[src/rtl/adc_readout_defs.svh]
`ifndef ADC_READOUT_DEFS_SVH
`define ADC_READOUT_DEFS_SVH

// ----------------------------------------
// Sizes and counts
// ----------------------------------------
`define CHANNEL_COUNT     4'h8
`define CONV_BITS         14
`define SERIAL_LAST_EDGE  5'h0E
`define SERIAL_CH_BITS    5'h10
`define SERIAL_CH_PER_LINE 4'h4

// ----------------------------------------
// Reset values
// ----------------------------------------
`define RESULT_RESET      14'h0000

`endif

[src/rtl/adc_readout_pkg.sv]
package adc_readout_pkg;
  // Interface mode taken from the straps
  typedef enum logic [1:0] {
    MODE_WORD,
    MODE_BYTE,
    MODE_SERIAL
  } mode_t;
endpackage

[src/rtl/adc_readout_mode_and_first_flag.sv]
`timescale 1ns/1ps
`include "adc_readout_defs.svh"

// Contract
// - Select high: sample top pin for mode
// - Word mode: top pin outputs MSB during read
// - Word mode: marker rises presenting channel 1
// - Word mode: marker falls on next strobe
// - Byte mode: marker rises on channel 1 byte
// - Byte mode: stays high second, falls third
// - Serial: marker rises on chip-select fall
// - Serial: marker falls on 14th clock fall
// - Marker tri-stated until first chip-select fall
// - Byte order input picks high or low first
module adc_readout_mode_and_first_flag (
  input  wire logic                         mclk_i,                // System clock
  input  wire logic                         rst_i,                 // Sync reset, high
  input  wire logic                         ce_i,                  // Clock enable
  input  wire logic                         conv_done_i,           // New results latched, pulse
  input  wire logic [8*`CONV_BITS-1:0]      results_i,             // Eight results, ch1 low
  input  wire logic                         interface_select_i,    // Mode strap
  input  wire logic                         top_bit_or_byte_sel_i, // Top pin input side
  input  wire logic                         byte_order_select_i,   // High byte first when high
  input  wire logic                         cs_n_i,                // Chip select, low
  input  wire logic                         rd_n_i,                // Read strobe, low
  input  wire logic                         sclk_i,                // Serial clock
  output adc_readout_pkg::mode_t            mode_o,                // Decoded mode
  output logic [15:0]                       data_bus_o,            // Parallel data
  output logic                              top_bit_oe_o,          // Top pin drive enable
  output logic                              data_bus_oe_o,         // Low pins drive enable
  output logic                              serial_out_a_o,        // Channels 1-4 serial
  output logic                              serial_out_b_o,        // Channels 5-8 serial
  output logic                              first_channel_marker_o, // Channel 1 marker
  output logic                              first_channel_marker_oe_o // Marker drive enable
);
  import adc_readout_pkg::*;

  // ----------------------------------------
  // State
  // ----------------------------------------
  typedef struct packed {
    mode_t                    mode;
    logic [8*`CONV_BITS-1:0]  res;
    logic [2:0]               chan;
    logic                     byte2;
    logic [4:0]               bitcnt;
    logic [1:0]               sch;
    logic                     cs_d;
    logic                     rd_d;
    logic                     sclk_d;
    logic [15:0]              dbus;
    logic                     top_oe;
    logic                     db_oe;
    logic                     sa;
    logic                     sb;
    logic                     mark;
    logic                     mark_oe;
  } state_t;

  state_t s_reg;
  state_t s_next;

  // Per-channel result views
  logic [`CONV_BITS-1:0] ch_res [8];
  genvar g;
  generate
    for (g = 0; g < 8; g++) begin : g_ch
      assign ch_res[g] = s_reg.res[g*`CONV_BITS +: `CONV_BITS];
    end
  endgenerate

  // ----------------------------------------
  // Next state
  // ----------------------------------------
  always_comb begin
    logic        cs_fall;
    logic        rd_fall;
    logic        sclk_fall;
    logic [15:0] word;
    logic [4:0]  bidx;
    cs_fall   = 1'b0;
    rd_fall   = 1'b0;
    sclk_fall = 1'b0;
    word      = 16'h0000;
    bidx      = 5'h00;
    s_next    = s_reg;
    // Keep the last pin samples for edge detection
    s_next.cs_d   = cs_n_i;
    s_next.rd_d   = rd_n_i;
    s_next.sclk_d = sclk_i;
    // Strobe and clock falls count only while selected
    cs_fall   = s_reg.cs_d & ~cs_n_i;
    rd_fall   = s_reg.rd_d & ~rd_n_i & ~cs_n_i;
    sclk_fall = s_reg.sclk_d & ~sclk_i & ~cs_n_i;

    // Mode from the straps, sampled while idle
    if (cs_n_i) begin
      if (!interface_select_i) begin
        s_next.mode = MODE_WORD;
      end else if (top_bit_or_byte_sel_i) begin
        s_next.mode = MODE_BYTE;
      end else begin
        s_next.mode = MODE_SERIAL;
      end
    end

    // New conversion restarts the readout at channel 1
    if (conv_done_i) begin
      s_next.res    = results_i;
      s_next.chan   = 3'h0;
      s_next.byte2  = 1'b0;
      s_next.bitcnt = 5'h00;
      s_next.sch    = 2'h0;
    end

    // Marker driven from first chip-select fall on
    if (cs_fall) begin
      s_next.mark_oe = 1'b1;
    end

    // Per-mode readout
    case (s_reg.mode)
      MODE_WORD: begin
        // Top pin and bus follow the read strobe
        s_next.top_oe = ~cs_n_i & ~rd_n_i;
        s_next.db_oe  = ~cs_n_i & ~rd_n_i;
        // Each strobe fall presents the next channel
        if (rd_fall && !conv_done_i) begin
          word = {ch_res[s_reg.chan], 2'b00};
          s_next.dbus = word;
          s_next.mark = (s_reg.chan == 3'h0);
          s_next.chan = s_reg.chan + 3'h1;
        end
      end
      MODE_BYTE: begin
        // Top pin stays an input here
        s_next.top_oe = 1'b0;
        s_next.db_oe  = ~cs_n_i & ~rd_n_i;
        if (rd_fall && !conv_done_i) begin
          word = {2'b00, ch_res[s_reg.chan]};
          // High byte first when order input high
          if (byte_order_select_i ^ s_reg.byte2) begin
            s_next.dbus = {8'h00, word[15:8]};
          end else begin
            s_next.dbus = {8'h00, word[7:0]};
          end
          s_next.mark  = (s_reg.chan == 3'h0);
          s_next.byte2 = ~s_reg.byte2;
          // Channel advances after its second byte
          if (s_reg.byte2) begin
            s_next.chan = s_reg.chan + 3'h1;
          end
        end
      end
      MODE_SERIAL: begin
        // Parallel pins stay released
        s_next.top_oe = 1'b0;
        s_next.db_oe  = 1'b0;
        if (cs_fall && s_reg.sch == 2'h0 && s_reg.bitcnt == 5'h00) begin
          s_next.mark = 1'b1;
        end
        if (sclk_fall && !conv_done_i) begin
          // Fourteenth clock fall of channel 1
          if (s_reg.sch == 2'h0 && s_reg.bitcnt == `SERIAL_LAST_EDGE - 5'h01) begin
            s_next.mark = 1'b0;
          end
          // Sixteen clocks per channel, then the next one
          if (s_reg.bitcnt == `SERIAL_CH_BITS - 5'h01) begin
            s_next.bitcnt = 5'h00;
            s_next.sch    = s_reg.sch + 2'h1;
          end else begin
            s_next.bitcnt = s_reg.bitcnt + 5'h01;
          end
        end
        // MSB first; bits past the result read as zero
        bidx = 5'(`CONV_BITS - 1) - s_next.bitcnt;
        if (s_next.bitcnt < 5'(`CONV_BITS)) begin
          s_next.sa = ch_res[{1'b0, s_next.sch}][bidx[3:0]];
          s_next.sb = ch_res[{1'b1, s_next.sch}][bidx[3:0]];
        end else begin
          s_next.sa = 1'b0;
          s_next.sb = 1'b0;
        end
      end
      default: begin
        // Unused code falls back to word mode
        s_next.mode = MODE_WORD;
      end
    endcase
  end

  // ----------------------------------------
  // Registers
  // ----------------------------------------
  // State register, frozen while clock enable is low
  always_ff @(posedge mclk_i) begin
    if (rst_i) begin
      s_reg      <= '0;
      s_reg.res  <= {8{`RESULT_RESET}};
      s_reg.cs_d <= 1'b1;
      s_reg.rd_d <= 1'b1;
      s_reg.sclk_d <= 1'b1;
    end else if (ce_i) begin
      s_reg <= s_next;
    end
  end

  // ----------------------------------------
  // Outputs
  // ----------------------------------------
  // Straight from the state register
  assign mode_o                    = s_reg.mode;
  assign data_bus_o                = s_reg.dbus;
  assign top_bit_oe_o              = s_reg.top_oe;
  assign data_bus_oe_o             = s_reg.db_oe;
  assign serial_out_a_o            = s_reg.sa;
  assign serial_out_b_o            = s_reg.sb;
  assign first_channel_marker_o    = s_reg.mark;
  assign first_channel_marker_oe_o = s_reg.mark_oe;

endmodule

[config.mk]
export PLATFORM = sky130hd
export DESIGN_NAME = adc_readout_mode_and_first_flag
export DESIGN_NICKNAME = d
export VERILOG_FILES = /design/src/rtl/adc_readout_pkg.sv /design/src/rtl/adc_readout_mode_and_first_flag.sv
export VERILOG_INCLUDE_DIRS = /design/src /design/src/rtl
export SDC_FILE = /design/constraint.sdc
export NUM_CORES = 1
export LEC_CHECK = 0
export BUFFER_PORTS_ARGS = -buffer_cell sky130_fd_sc_hd__buf_2
export CAP_MARGIN = 10
export CELL_PAD_IN_SITES_DETAIL_PLACEMENT = 0
export CELL_PAD_IN_SITES_GLOBAL_PLACEMENT = 2
export CORE_MARGIN = 3
export CORE_UTILIZATION = 36
export CTS_BUF_LIST = sky130_fd_sc_hd__clkbuf_4
export CTS_CLUSTER_SIZE = 30
export DETAILED_ROUTE_END_ITERATION = 10
export PLACE_DENSITY = 0.95
export SETUP_SLACK_MARGIN = 0.4
export SYNTH_ARGS = -nofsm -noshare
export SYNTH_HDL_FRONTEND = slang
export SYNTH_SLANG_ARGS = --single-unit
[constraint.sdc]
create_clock -name mclk_i -period 5.7 [get_ports mclk_i]
set_clock_uncertainty 0.2 [all_clocks]
set_input_delay 0 -clock mclk_i [delete_from_list [all_inputs] [get_ports mclk_i]]
set_output_delay 0 -clock mclk_i [all_outputs]
set_load 0.01 [all_outputs]
==> impl_metrics.tcl <==
set metrics [dict create \
    synth_top_family_by_area "simple AND/OR/NAND/NOR gates" \
    synth-edff-count 0 \
    drive_gt1_share_pct 18.8 \
    p_switching_mw 0.616 \
    synth_flop_cell "dfxtp_1" \
    clk_latency_ns 0.58 \
    crit_fanout 81 \
    grt_antenna_before_repair 1 \
    cts_made_buffers 17 \
    hold_viol 0 \
    gp_congestion 0.929 \
    synth_compound_area_share_pct 18.9 \
    ys_seq_area_share_pct 37.2 \
    place_inst 1336 \
    p_leak_nw 4.50 \
    synth.area.mux_share_pct 12.4 \
    postCtsResizedCells 0 \
    powerDensity_nw_per_um2 192 \
    syn_nets 1130 \
    grt_pass1_vias 8299 \
    critPathLaunchType "primary input" \
    fmax_ghz 0.288 \
    max-vdd-ir-drop_mv 0.111 \
    fin_area_um2 11400 \
    initial_core_util_pct 36.8 \
    drtIter0Drc 531 \
    cts.path.max_buffers 2 \
    rsz0062_at_grt "no" \
    combPwrFrac_pct 17.0 \
    relSlewSlack_pct 24.1 \
    vias 8419 \
    cell_internal_pwr_mw 1.57 \
    clock_power_share_pct 31.2 \
    vias_per_cell 5.23 \
    fp.dieH_um 156 \
    netlist_area_um2 8060 \
    cts_setup_buffers 0 \
    num_rows 54 \
    routed_wirelength_um 27500 \
    synthDistinctLibCells 69 \
    final_common_cell "nand2_1" \
    place_hpwl_um 17800 \
    fin_cells 1609 \
    cts.reportedPaths.clkPinSlew_ns 0.12 \
    dpl_cell_area_um2 8690 \
    seqPwrFrac_pct 51.8 \
    path_class "primary input to register" \
    outcome "finished clean" \
    syn_area_per_cell_um2 8.09 \
    core-area_um2 21900 \
    syn_inst 997 \
    die_area_um2 24200 \
    area_growth_pct 41.2 \
    ant_nets 0 \
    worst_hold_path_type "primary input to register" \
    synth-xor-area-share_pct 0.434 \
    synth.top_cell.area_share_pct 37.2 \
    port_buffers 145 \
    finalSetupTns_ns 0 \
    synth-simple-area-share_pct 22.3 \
    period_share_pct 61.0 \
    cp.required_ns 6.01 \
    cts_tree "built" \
    arrival_ns 3.79 \
    pre_cts_ws_ns 2.40 \
    switching_share_pct 28.3 \
    endpoint_kind "register" \
    ioPinCount 146 \
    cap_violations 0 \
    min_period_ns 3.48 \
    synthAdderAreaFrac_pct 1.71 \
    setup_slack_ns 2.22 \
    drc 0 \
    drtPass1Iterations 6 \
    yosys.area.top_type "dfxtp_1" \
    grt_pass1_wl_um 43700 \
    synth.area.top_cells "dfxtp_1 37%, nand2_1 14%, mux4_2 9.2%" \
    wl_per_cell_um 17.1 \
    fin_nets 1449 \
    total_power_mw 2.18 \
    final_util_pct 52.0 \
    maxSlewViolCount 0 \
    yosysWarnings 0 \
    postSynth.asyncResetShare_pct 0 \
    tightest_slew_ns 1.14 \
    setup_viol 0 \
    overflow 0 \
    cts_max_level 4 \
    die_w_um 156 \
    grt_usage_pct 22.8 \
    clock_sinks 150 \
    r2r_setup_slack_ns 2.36 \
    layout_common_cells "303 x nand2_1, 241 x dlygate4sd3_1, 149 x dfxtp_1" \
    grt_max_degree 114 \
    largest_reg_flops 112 \
    ys_seq_elements 150 \
    cts_root_buffer "clkbuf_4" \
    hold_ws_ns 0.0339 \
]
==> area by class of cell <==
cell class / count / area [um^2]
multi-input cells: 744 / 4520
clock buffers: 18 / 135
clock inverters: 13 / 148
fillers: 2096 / 10500
flip-flops and latches: 150 / 3000
well taps: 280 / 350
diodes: 1 / 2.50
repair buffers: 392 / 3190
inverters: 11 / 41.3
==> metal layers <==
layer  track usage, %  routed length [um]  vias to the layer above
li1                 -                   -                     4098
met1             29.7               11800                     4015
met2             38.9               13700                      266
met3             3.50                1400                       40
met4             6.92                 596                        0
met5                0                   0                        -
==> cell families (layout without fill, tap and decap cells) <==
family	after synthesis	count (layout)
compound gates	244	244
flops	150	150
buf+inv	103	434
mux	59	59
simple gates	426	426
other cells	0	1
xor+xnor	4	4
fa+ha+maj	11	11
==> Yosys cell counts (8+ instances only) <==
library cell  number
a22oi_1           19
mux4_2            33
nand2_1          304
o211ai_1          11
nor2_1            47
clkbuf_1          49
mux2i_1           26
buf_1              8
nand3_1           31
a21oi_1          143
ha_1              11
inv_1             10
buf_4             21
o21ai_0           17
dfxtp_1          150
==> what timing repair did <==
item                                    4_1_cts  5_1_grt
hold buffers                                241        0
endpoints found under the setup margin        0        0
hold endpoints to repair                    150        0
==> power by group through the flow <==
stage / clock (mW) / combinational, mW / sequential, mW
after floorplan: 0 / 0.161 / 1.13
after global placement: 0 / 0.239 / 1.15
final: 0.681 / 0.370 / 1.13
after CTS: 0.699 / 0.361 / 1.13
after detailed placement: 0 / 0.240 / 1.15
after global routing: 0.744 / 0.407 / 1.13
==> worst max-delay path, cell delays in order <==
cell	delay, ns
dlygate4sd3_1	0.53
buf_2	0.40
inv_1	0.45
nor2_4	0.71
buf_4	0.70
nand2_1	0.20
a21oi_1	0.15
dlygate4sd3_1	0.56
==> path summary, 6_finish.rpt <==
check / startpoint / end / depth (start not counted)
max: conv_done_i / ch_res[29] / 8
min: results_i[8] / ch_res[106] / 4
max reg2reg: s_reg[27] / serial_out_a_o / 11
min reg2reg: ch_res[22] / ch_res[22] / 2
Power figures use the tool's default switching activity.
